===== config.mk =====
export PLATFORM = sky130hd
export DESIGN_NAME = aoc_ctrl_regs
export DESIGN_NICKNAME = d
export VERILOG_FILES = /design/src/design/aoc_pkg.sv /design/src/design/aoc_serializer.sv /design/src/design/aoc_ctrl_regs.sv
export SDC_FILE = /design/constraint.sdc
export NUM_CORES = 1
export LEC_CHECK = 0
export ABC_AREA = 0
export BUFFER_PORTS_ARGS = -buffer_cell sky130_fd_sc_hd__clkbuf_2
export CAP_MARGIN = 20
export CORE_MARGIN = 8
export CORE_UTILIZATION = 55
export CTS_CLUSTER_SIZE = 16
export DETAILED_ROUTE_END_ITERATION = 8
export GPL_TIMING_DRIVEN = 0
export PLACE_DENSITY = 0.77
export SYNTH_ARGS = -nofsm -noshare
export SYNTH_HDL_FRONTEND = slang
export SYNTH_HIERARCHICAL = 1
export SYNTH_SLANG_ARGS = --single-unit

===== constraint.sdc =====
create_clock -name sys_clk -period 2.6 [get_ports sys_clk]
set_input_delay 0.39 -clock sys_clk [delete_from_list [all_inputs] [get_ports sys_clk]]
set_output_delay 0.39 -clock sys_clk [all_outputs]
set_load 0.02 [all_outputs]

===== src/design/aoc_pkg.sv =====
/*
 * Package of the output control register bank: register offsets, reset values,
 * field positions, mode codes, serial frame layout and output word layout.
 * Assumes nothing of its surroundings; every design file imports it whole.
 */
package aoc_pkg;

    // ------------------------------------------------------------------
    // Register map
    // ------------------------------------------------------------------
    localparam logic [1:0] ADDR_DEV_CTRL   = 2'h0;
    localparam logic [1:0] ADDR_PAT_HIGH   = 2'h1;
    localparam logic [1:0] ADDR_PAT_LOW    = 2'h2;
    localparam logic [7:0] RST_DEV_CTRL    = 8'h08;
    localparam logic [7:0] RST_PAT_HIGH    = 8'h00;
    localparam logic [7:0] RST_PAT_LOW     = 8'h00;

    // ------------------------------------------------------------------
    // Device control fields
    // ------------------------------------------------------------------
    localparam int MODE_HI   = 7;
    localparam int MODE_LO   = 6;
    localparam int LANE_BIT  = 5;
    localparam int DCS_BIT   = 4;
    localparam int FMT_BIT   = 3;
    localparam int ALIGN_BIT = 2;
    localparam int PDA_BIT   = 1;
    localparam int PDB_BIT   = 0;

    localparam logic [1:0] MODE_NORMAL = 2'h0;
    localparam logic [1:0] MODE_FIXED  = 2'h1;
    localparam logic [1:0] MODE_USER   = 2'h2;
    localparam logic [1:0] MODE_RSVD   = 2'h3;

    // User pattern fields: high register [5:0], low register [7:2].
    localparam int PATH_HI = 5;
    localparam int PATL_HI = 7;
    localparam int PATL_LO = 2;

    // ------------------------------------------------------------------
    // Serial frame: bit 15 read, bits 9:8 address, bits 7:0 data
    // ------------------------------------------------------------------
    localparam logic [4:0] FRAME_BITS = 5'h10;
    localparam logic [4:0] HALF_FRAME = 5'h08;
    localparam int         RW_BIT     = 15;
    localparam int         ADDR_HI    = 9;
    localparam int         ADDR_LO    = 8;

    // ------------------------------------------------------------------
    // Output word
    // ------------------------------------------------------------------
    localparam logic [11:0] FIXED_PATTERN = 12'hA63;
    localparam logic [3:0]  WORD_LAST     = 4'hB;
    localparam logic [3:0]  HALF_WORD     = 4'h6;
    localparam logic [3:0]  HALF_MSB      = 4'h5;

    typedef struct packed {
        logic [1:0] mode;
        logic       single_lane;
        logic       dcs_on;
        logic       twos_comp;
        logic       word_align;
        logic       pd_a;
        logic       pd_b;
    } aoc_ctrl_t;

endpackage : aoc_pkg


===== src/design/aoc_serializer.sv =====
/*
 * Serializer of one channel: a 12-bit word every 12 system clocks, sent on
 * lane one alone or split over lanes one and zero at half the bit rate.
 * Assumes the word input is stable from the cycle its counter wraps.
 */
`timescale 1ns/10ps
`default_nettype none

module aoc_serializer
    import aoc_pkg::*;
(
    // Clock and reset
    input  wire logic        sys_clk,
    input  wire logic        rst_b,
    // Configuration and word
    input  wire logic        single_lane,
    input  wire logic        word_align,
    input  wire logic [11:0] word,
    // Serial lanes
    output logic             lane_one,
    output logic             lane_zero,
    output logic             lane_zero_oe,
    output logic             word_start
);

    logic [3:0]  cnt_q, cnt_d;
    logic [11:0] cur_q, cur_d, prev_q, prev_d;
    logic        one_q, one_d, zero_q, zero_d, oe_q, oe_d, st_q, st_d;
    logic [3:0]  c0, i1, i0;

    // ------------------------------------------------------------------
    // Bit selection
    // ------------------------------------------------------------------
    always_comb
    begin
        cnt_d  = (cnt_q == WORD_LAST) ? 4'h0 : cnt_q + 4'h1;
        cur_d  = (cnt_q == WORD_LAST) ? word : cur_q;
        prev_d = (cnt_q == WORD_LAST) ? cur_q : prev_q;
        st_d   = (cnt_q == WORD_LAST);
        c0     = (cnt_q >= HALF_WORD) ? cnt_q - HALF_WORD : cnt_q + HALF_WORD;
        i1     = WORD_LAST - {1'b0, cnt_q[3:1]};
        i0     = word_align ? HALF_MSB - {1'b0, cnt_q[3:1]}
                            : HALF_MSB - {1'b0, c0[3:1]};
        oe_d   = !single_lane;
        // Without alignment the low half of a word runs on into the next word
        // period, so its last three bits come from the word just retired.
        zero_d = single_lane ? 1'b0
               : (word_align || cnt_q >= HALF_WORD) ? cur_q[i0] : prev_q[i0];
        if (single_lane)
        begin
            one_d = cur_q[WORD_LAST - cnt_q];
        end
        else if (word_align)
        begin
            // Lane one runs one word behind, so a word's high half leaves one word period after its low half.
            one_d = prev_q[i1];
        end
        else
        begin
            // Each bit is held two clocks; lane zero lags half a word.
            one_d = cur_q[i1];
        end
    end

    always_ff @(posedge sys_clk or negedge rst_b)
    begin
        if (!rst_b)
        begin
            cnt_q  <= 4'h0;
            cur_q  <= 12'h000;
            prev_q <= 12'h000;
            one_q  <= 1'b0;
            zero_q <= 1'b0;
            oe_q   <= 1'b0;
            st_q   <= 1'b0;
        end
        else
        begin
            cnt_q  <= cnt_d;
            cur_q  <= cur_d;
            prev_q <= prev_d;
            one_q  <= one_d;
            zero_q <= zero_d;
            oe_q   <= oe_d;
            st_q   <= st_d;
        end
    end

    assign lane_one     = one_q;
    assign lane_zero    = zero_q;
    assign lane_zero_oe = oe_q;
    assign word_start   = st_q;

    // ------------------------------------------------------------------
    // Checks
    // ------------------------------------------------------------------
    property p_single_tristate;
        @(posedge sys_clk) disable iff (!rst_b)
        single_lane |=> !lane_zero_oe && !lane_zero;
    endproperty
    a_single_tristate: assert property (p_single_tristate)
        else $error("lane zero driven in single-lane mode");

    property p_dual_half_rate;
        @(posedge sys_clk) disable iff (!rst_b)
        (!single_lane && !word_align && cnt_q[0] == 1'b0) ##1 (!single_lane && !word_align)
            |=> $stable(lane_one);
    endproperty
    a_dual_half_rate: assert property (p_dual_half_rate)
        else $error("dual-lane bit not held for two clocks");

endmodule : aoc_serializer

`default_nettype wire


===== src/design/aoc_ctrl_regs.sv =====
/*
 * Output control register bank with its four-wire serial port, pin-strap
 * override and the word selection for two serialized channels.
 * Assumes the serial pins and straps are asynchronous to sys_clk and that
 * serial clock periods span several sys_clk periods.
 */
`timescale 1ns/10ps
`default_nettype none

module aoc_ctrl_regs
    import aoc_pkg::*;
(
    // Clock and reset
    input  wire logic        sys_clk,
    input  wire logic        rst_b,
    // Serial control port
    input  wire logic        serial_select_n,
    input  wire logic        serial_clk,
    input  wire logic        serial_din,
    output logic             serial_dout,
    output logic             serial_dout_oe,
    // Pin straps
    input  wire logic        serial_enable,
    input  wire logic        strap_test,
    input  wire logic        strap_single_lane,
    input  wire logic        strap_dcs_on,
    input  wire logic        strap_word_align,
    input  wire logic        strap_pd_a,
    input  wire logic        strap_pd_b,
    // Converter samples, offset binary
    input  wire logic [10:0] sample_a,
    input  wire logic [10:0] sample_b,
    // Effective control
    output var aoc_ctrl_t    ctrl,
    // Serial data lanes
    output logic             serial_lane_one_a,
    output logic             serial_lane_zero_a,
    output logic             serial_lane_zero_a_oe,
    output logic             serial_lane_one_b,
    output logic             serial_lane_zero_b,
    output logic             serial_lane_zero_b_oe,
    output logic             word_start
);

    // ------------------------------------------------------------------
    // Input synchronizers
    // ------------------------------------------------------------------
    // Order: select, clock, data, enable, six straps.
    logic [9:0] pin_raw, s1_q, s2_q;
    logic [9:0] s1_d, s2_d;
    logic       sclk_old_q, sel_old_q, sclk_old_d, sel_old_d;

    assign pin_raw = {serial_select_n, serial_clk, serial_din, serial_enable,
                      strap_test, strap_single_lane, strap_dcs_on,
                      strap_word_align, strap_pd_a, strap_pd_b};

    always_comb
    begin
        s1_d       = pin_raw;
        s2_d       = s1_q;
        sclk_old_d = s2_q[8];
        sel_old_d  = s2_q[9];
    end

    always_ff @(posedge sys_clk or negedge rst_b)
    begin
        if (!rst_b)
        begin
            s1_q       <= 10'h200;
            s2_q       <= 10'h200;
            sclk_old_q <= 1'b0;
            sel_old_q  <= 1'b1;
        end
        else
        begin
            s1_q       <= s1_d;
            s2_q       <= s2_d;
            sclk_old_q <= sclk_old_d;
            sel_old_q  <= sel_old_d;
        end
    end

    logic sel_n, sclk_rise, sclk_fall, sel_rise;
    assign sel_n     = s2_q[9];
    assign sclk_rise = s2_q[8] && !sclk_old_q;
    assign sclk_fall = !s2_q[8] && sclk_old_q;
    assign sel_rise  = sel_n && !sel_old_q;

    // ------------------------------------------------------------------
    // Serial frame engine and registers
    // ------------------------------------------------------------------
    logic [15:0] shift_q, shift_d;
    logic [4:0]  bits_q, bits_d;
    logic [7:0]  rd_q, rd_d;
    logic        dout_q, dout_d;
    logic [1:0]  addr_q, addr_d;
    logic [7:0]  dev_ctrl_q, dev_ctrl_d;
    logic [7:0]  pat_high_q, pat_high_d;
    logic [7:0]  pat_low_q, pat_low_d;
    logic [7:0]  rd_sel;
    logic [1:0]  shift_addr;

    assign shift_addr = shift_q[ADDR_HI:ADDR_LO];

    always_comb
    begin
        // At the eighth rising edge the address is the last bit shifted in
        // and the bit now on the data line.
        case ({shift_q[0], s2_q[7]})
            ADDR_DEV_CTRL: rd_sel = dev_ctrl_q;
            ADDR_PAT_HIGH: rd_sel = pat_high_q;
            ADDR_PAT_LOW:  rd_sel = pat_low_q;
            default:       rd_sel = 8'h00;
        endcase
    end

    always_comb
    begin
        shift_d    = shift_q;
        bits_d     = bits_q;
        rd_d       = rd_q;
        dout_d     = dout_q;
        addr_d     = addr_q;
        dev_ctrl_d = dev_ctrl_q;
        pat_high_d = pat_high_q;
        pat_low_d  = pat_low_q;
        if (sel_n)
        begin
            bits_d = 5'h00;
            dout_d = 1'b0;
        end
        else
        begin
            if (sclk_rise && bits_q != FRAME_BITS)
            begin
                shift_d = {shift_q[14:0], s2_q[7]};
                bits_d  = bits_q + 5'h01;
                if (bits_q == HALF_FRAME - 5'h01)
                begin
                    // Address sits in the low bits of the first byte here.
                    rd_d = rd_sel;
                end
            end
            if (sclk_fall && bits_q >= HALF_FRAME)
            begin
                dout_d = rd_q[7];
                rd_d   = {rd_q[6:0], 1'b0};
            end
        end
        // A frame cut short leaves address and registers untouched.
        if (sel_rise && bits_q == FRAME_BITS)
        begin
            addr_d = shift_addr;
            if (!shift_q[RW_BIT])
            begin
                case (shift_addr)
                    ADDR_DEV_CTRL: dev_ctrl_d = shift_q[7:0];
                    ADDR_PAT_HIGH: pat_high_d = shift_q[7:0];
                    ADDR_PAT_LOW:  pat_low_d  = shift_q[7:0];
                    default:       dev_ctrl_d = dev_ctrl_q;
                endcase
            end
        end
    end

    always_ff @(posedge sys_clk or negedge rst_b)
    begin
        if (!rst_b)
        begin
            shift_q    <= 16'h0000;
            bits_q     <= 5'h00;
            rd_q       <= 8'h00;
            dout_q     <= 1'b0;
            addr_q     <= 2'h0;
            dev_ctrl_q <= RST_DEV_CTRL;
            pat_high_q <= RST_PAT_HIGH;
            pat_low_q  <= RST_PAT_LOW;
        end
        else
        begin
            shift_q    <= shift_d;
            bits_q     <= bits_d;
            rd_q       <= rd_d;
            dout_q     <= dout_d;
            addr_q     <= addr_d;
            dev_ctrl_q <= dev_ctrl_d;
            pat_high_q <= pat_high_d;
            pat_low_q  <= pat_low_d;
        end
    end

    assign serial_dout    = dout_q;
    assign serial_dout_oe = !sel_n;

    // ------------------------------------------------------------------
    // Effective control and word selection
    // ------------------------------------------------------------------
    logic [11:0] word_a, word_b, user_word;

    function automatic logic [11:0] pick_word(input aoc_ctrl_t c,
                                              input logic pd,
                                              input logic [10:0] s,
                                              input logic [11:0] u);
        logic [11:0] w;
        w = 12'h000;
        case (c.mode)
            MODE_NORMAL: w = pd ? 12'h000 : {s[10] ^ c.twos_comp, s[9:0], 1'b0};
            MODE_FIXED:  w = FIXED_PATTERN;
            MODE_USER:   w = u;
            default:     w = 12'h000;
        endcase
        return w;
    endfunction : pick_word

    always_comb
    begin
        if (s2_q[6])
        begin
            ctrl.mode        = dev_ctrl_q[MODE_HI:MODE_LO];
            ctrl.single_lane = dev_ctrl_q[LANE_BIT];
            ctrl.dcs_on      = dev_ctrl_q[DCS_BIT];
            ctrl.twos_comp   = dev_ctrl_q[FMT_BIT];
            ctrl.word_align  = dev_ctrl_q[ALIGN_BIT];
            ctrl.pd_a        = dev_ctrl_q[PDA_BIT];
            ctrl.pd_b        = dev_ctrl_q[PDB_BIT];
        end
        else
        begin
            ctrl.mode        = s2_q[5] ? MODE_FIXED : MODE_NORMAL;
            ctrl.single_lane = s2_q[4];
            ctrl.dcs_on      = s2_q[3];
            ctrl.twos_comp   = s2_q[3];
            ctrl.word_align  = s2_q[2];
            ctrl.pd_a        = s2_q[1];
            ctrl.pd_b        = s2_q[0];
        end
        user_word = {pat_high_q[PATH_HI:0], pat_low_q[PATL_HI:PATL_LO]};
        word_a    = pick_word(ctrl, ctrl.pd_a, sample_a, user_word);
        word_b    = pick_word(ctrl, ctrl.pd_b, sample_b, user_word);
    end

    // ------------------------------------------------------------------
    // Serializers
    // ------------------------------------------------------------------
    aoc_serializer u_ser_a (
        .sys_clk      (sys_clk),
        .rst_b        (rst_b),
        .single_lane  (ctrl.single_lane),
        .word_align   (ctrl.word_align),
        .word         (word_a),
        .lane_one     (serial_lane_one_a),
        .lane_zero    (serial_lane_zero_a),
        .lane_zero_oe (serial_lane_zero_a_oe),
        .word_start   (word_start)
    );

    aoc_serializer u_ser_b (
        .sys_clk      (sys_clk),
        .rst_b        (rst_b),
        .single_lane  (ctrl.single_lane),
        .word_align   (ctrl.word_align),
        .word         (word_b),
        .lane_one     (serial_lane_one_b),
        .lane_zero    (serial_lane_zero_b),
        .lane_zero_oe (serial_lane_zero_b_oe),
        .word_start   ()
    );

    // ------------------------------------------------------------------
    // Checks
    // ------------------------------------------------------------------
    property p_short_frame;
        @(posedge sys_clk) disable iff (!rst_b)
        (sel_rise && bits_q != FRAME_BITS) |=> $stable(dev_ctrl_q) && $stable(pat_low_q);
    endproperty
    a_short_frame: assert property (p_short_frame)
        else $error("register changed on a short frame");

    property p_full_write;
        @(posedge sys_clk) disable iff (!rst_b)
        (sel_rise && bits_q == FRAME_BITS && !shift_q[RW_BIT] && shift_addr == ADDR_DEV_CTRL)
            |=> dev_ctrl_q == $past(shift_q[7:0]);
    endproperty
    a_full_write: assert property (p_full_write)
        else $error("complete write frame not stored");

    property p_strap_ignored;
        @(posedge sys_clk) disable iff (!rst_b)
        s2_q[6] |-> ctrl.pd_a == dev_ctrl_q[PDA_BIT] && ctrl.mode == dev_ctrl_q[MODE_HI:MODE_LO];
    endproperty
    a_strap_ignored: assert property (p_strap_ignored)
        else $error("strap overrides register while serial enabled");

    property p_fixed_word;
        @(posedge sys_clk) disable iff (!rst_b)
        ctrl.mode == MODE_FIXED |-> word_a == FIXED_PATTERN && word_b == FIXED_PATTERN;
    endproperty
    a_fixed_word: assert property (p_fixed_word)
        else $error("fixed pattern not selected");

    property p_user_word;
        @(posedge sys_clk) disable iff (!rst_b)
        ctrl.mode == MODE_USER |-> word_a[11:6] == pat_high_q[5:0] && word_a[5:0] == pat_low_q[7:2];
    endproperty
    a_user_word: assert property (p_user_word)
        else $error("user pattern word wrong");

    property p_format;
        @(posedge sys_clk) disable iff (!rst_b)
        (ctrl.mode == MODE_NORMAL && !ctrl.pd_a) |-> word_a[11] == (sample_a[10] ^ ctrl.twos_comp);
    endproperty
    a_format: assert property (p_format)
        else $error("output format bit not applied");

    property p_powerdown;
        @(posedge sys_clk) disable iff (!rst_b)
        (ctrl.mode == MODE_NORMAL && ctrl.pd_b) |-> word_b == 12'h000;
    endproperty
    a_powerdown: assert property (p_powerdown)
        else $error("powered-down channel still outputs data");

    property p_lsb_zero;
        @(posedge sys_clk) disable iff (!rst_b)
        ctrl.mode == MODE_NORMAL |-> !word_a[0] && !word_b[0];
    endproperty
    a_lsb_zero: assert property (p_lsb_zero)
        else $error("normal word LSB not zero");

endmodule : aoc_ctrl_regs

`default_nettype wire


==> impl_metrics.ini <==
[placement]
io_buffers = 50
globalplace.congestion = 0.8532
place_area_sq_um = 7599
hpwlAfterDp_microns = 10770

[floorplan]
die-area_sq_um = 16670
rows = 41
die_x_microns = 129.1
initial_core_util = 0.5601
ios = 51
core_area_sq_um = 12570
die_y_microns = 129.1

[logic_synthesis]
synth_nets = 570
syn_area_sq_um = 7039
syn_inst = 522
syn_avg_cell_area_sq_um = 13.49
synth_warnings = 6

[timing]
period_share = 0.9925
final-max-slew-violation-count = 0
fin_crit_ns = 2.580
setup_violations = 0
rsz0062_at_grt = yes
relSlewSlack = 0.5997
fmax_mhz = 387.5
worst_pin_slew_ns = 0.6005
final.setup_skew_ns = 0.008158
finalHoldViolCount = 0
tns_ns = 0

[setup_path]
path_delay_family = simple AND/OR/NAND/NOR gates
crit_chain = mux2_4 -> buf_8 -> nor4bb_4 -> mux2i_1 -> ha_2 -> o221ai_2 -> a21oi_1 -> or4b_1 -> o211ai_2
slowest_delay_ns = 0.49
crit_type = register to register
cp.required_ns = 2.94
critPathArrivalTime_ns = 2.92
slowest_stage = or4b_1
path_buf_inv = 1
crit_fanout = 6
startpoint_type = register
endpoint_kind = register

[finish]
drive_gt1_frac = 0.4210
num_antenna_cells = 0
syn_to_final_growth_pct = 18.54
final_common_cell = dfrtp_1
design_area_sq_um = 8344
most-common-layout-cells = dfrtp_1 (131), mux2_2 (107), clkbuf_2 (53), mux2i_1 (36), nand2_1 (22)
nNetsFinal = 655

[clock_tree]
cts_buffer_depth = 2
cts_htree_levels = 4
insertion_delay_ns = 0.42
clk_pin_slew_ns = 0.06
cts_tree = yes
cts_buffers = 17
root_buffer = clkbuf_16
clock-sinks = 139

[global_routing]
grt_pass1_wl_microns = 25230
grt_max_degree = 123
overflow = 0
antenna_found_initial = 0
track_usage = 0.1973
grt_pass1_vias = 4875

[drt]
post-route-drc-count = 0
wl_per_cell_microns = 19.49
viasPerCell = 5.862
ant_nets = 0
drt_first_pass_iters = 5
drt_iter0_drc = 363
vias = 4643
wirelength_microns = 15440

[job]
drv_cap = 0

[pwr]
vdd_drop_max_mv = 0.5627
power_density_nw_per_um2 = 636.8
power_leakage_uw = 0.003878

[status]
status = finished, final reports clean

[min_path]
hold_path_class = primary input to register
-- sequential cells by signal, summed over array words and instances (netlist names), 4 cells and up --
name,flops
dev_ctrl_q,8
u_ser_a/prev_q,12
u_ser_a/cur_q,12
s2_q,10
pat_low_q,8
s1_q,10
u_ser_b/cur_q,12
u_ser_b/cnt_q,4
shift_q,16
bits_q,5
rd_q,8
pat_high_q,8
u_ser_a/cnt_q,4
u_ser_b/prev_q,12
-- timing repair --
item	4_1_cts	5_1_grt
endpoints found under the setup margin	17	28
pin swaps	5	7
hold buffers	1	0
buffers inserted	15	2
resized for setup	12	9
endpoints found under the hold margin	17	0
-- final timing paths --
kind                                      start  slack, ns                end  cells past startpoint
worst max-delay path                    s2_q[6]       0.02  u_ser_a/lane_zero                      9
worst min-delay path            serial_select_n       0.05            s1_q[9]                      1
min in group asynchronous                 rst_b       0.39   u_ser_a/cnt_q[2]                      2
max in group asynchronous                 rst_b       1.40         shift_q[9]                      3
worst max register to register          s2_q[6]       0.02  u_ser_a/lane_zero                      9
worst min register to register          s1_q[5]       0.35            s2_q[5]                      0
-- power by group --
group | internal (uW) | total (uW) | switching, uW
combinational | 281 | 524 | 242
clock | 1450 | 2330 | 880
sequential | 2310 | 2460 | 146
-- final cells by class --
cell class	instances	area (sq um)
clock inverters	12	122.6
clock buffers	20	456.7
flip-flops and latches	139	3488
well taps	172	215.2
multi-input cells	338	3421
fillers	895	4224
repair buffers	69	427.9
inverters	16	60.06
plain buffers	26	152.6
-- worst reg2reg max path, delay by kind of cell (launching register included) --
family | cells | cell delay, ns
multiplexers | 2 | 0.59
AND/OR/NAND/NOR | 2 | 0.81
adder cells (fa/ha/maj) | 1 | 0.33
buffers and inverters | 1 | 0.16
flip-flops | 1 | 0.42
AO/OA/AOI/OAI | 3 | 0.20
-- per-stage QoR --
| stage | setup WS (ns) | total power [uW] | utilization | cells | hold WS (ns) |
|---|---|---|---|---|---|
| after floorplan | -0.01918 | 2792 | - | 522 | 0.09441 |
| after global placement | -1.212 | 2964 | 0.6017 | 744 | 0.3320 |
| after detailed placement | -0.4519 | 2999 | 0.6046 | 745 | 0.2598 |
| after CTS | -0.06839 | 5358 | 0.6621 | 791 | 0.03276 |
| after global routing | -0.1092 | 5511 | 0.6639 | 792 | 0.03483 |
| final | 0.01957 | 5314 | 0.6639 | 792 | 0.04863 |
-- metal layers --
layer,part of all wire,global-route usage,wire length (microns),up-vias
li1,-,-,-,2118
met1,0.41,0.2361,6277,2380
met2,0.53,0.3373,8149,120
met3,0.044,0.04437,678,25
met4,0.022,0.08155,332,0
met5,0,0,0,-
Note: power is estimated with default switching activity, not from simulation.
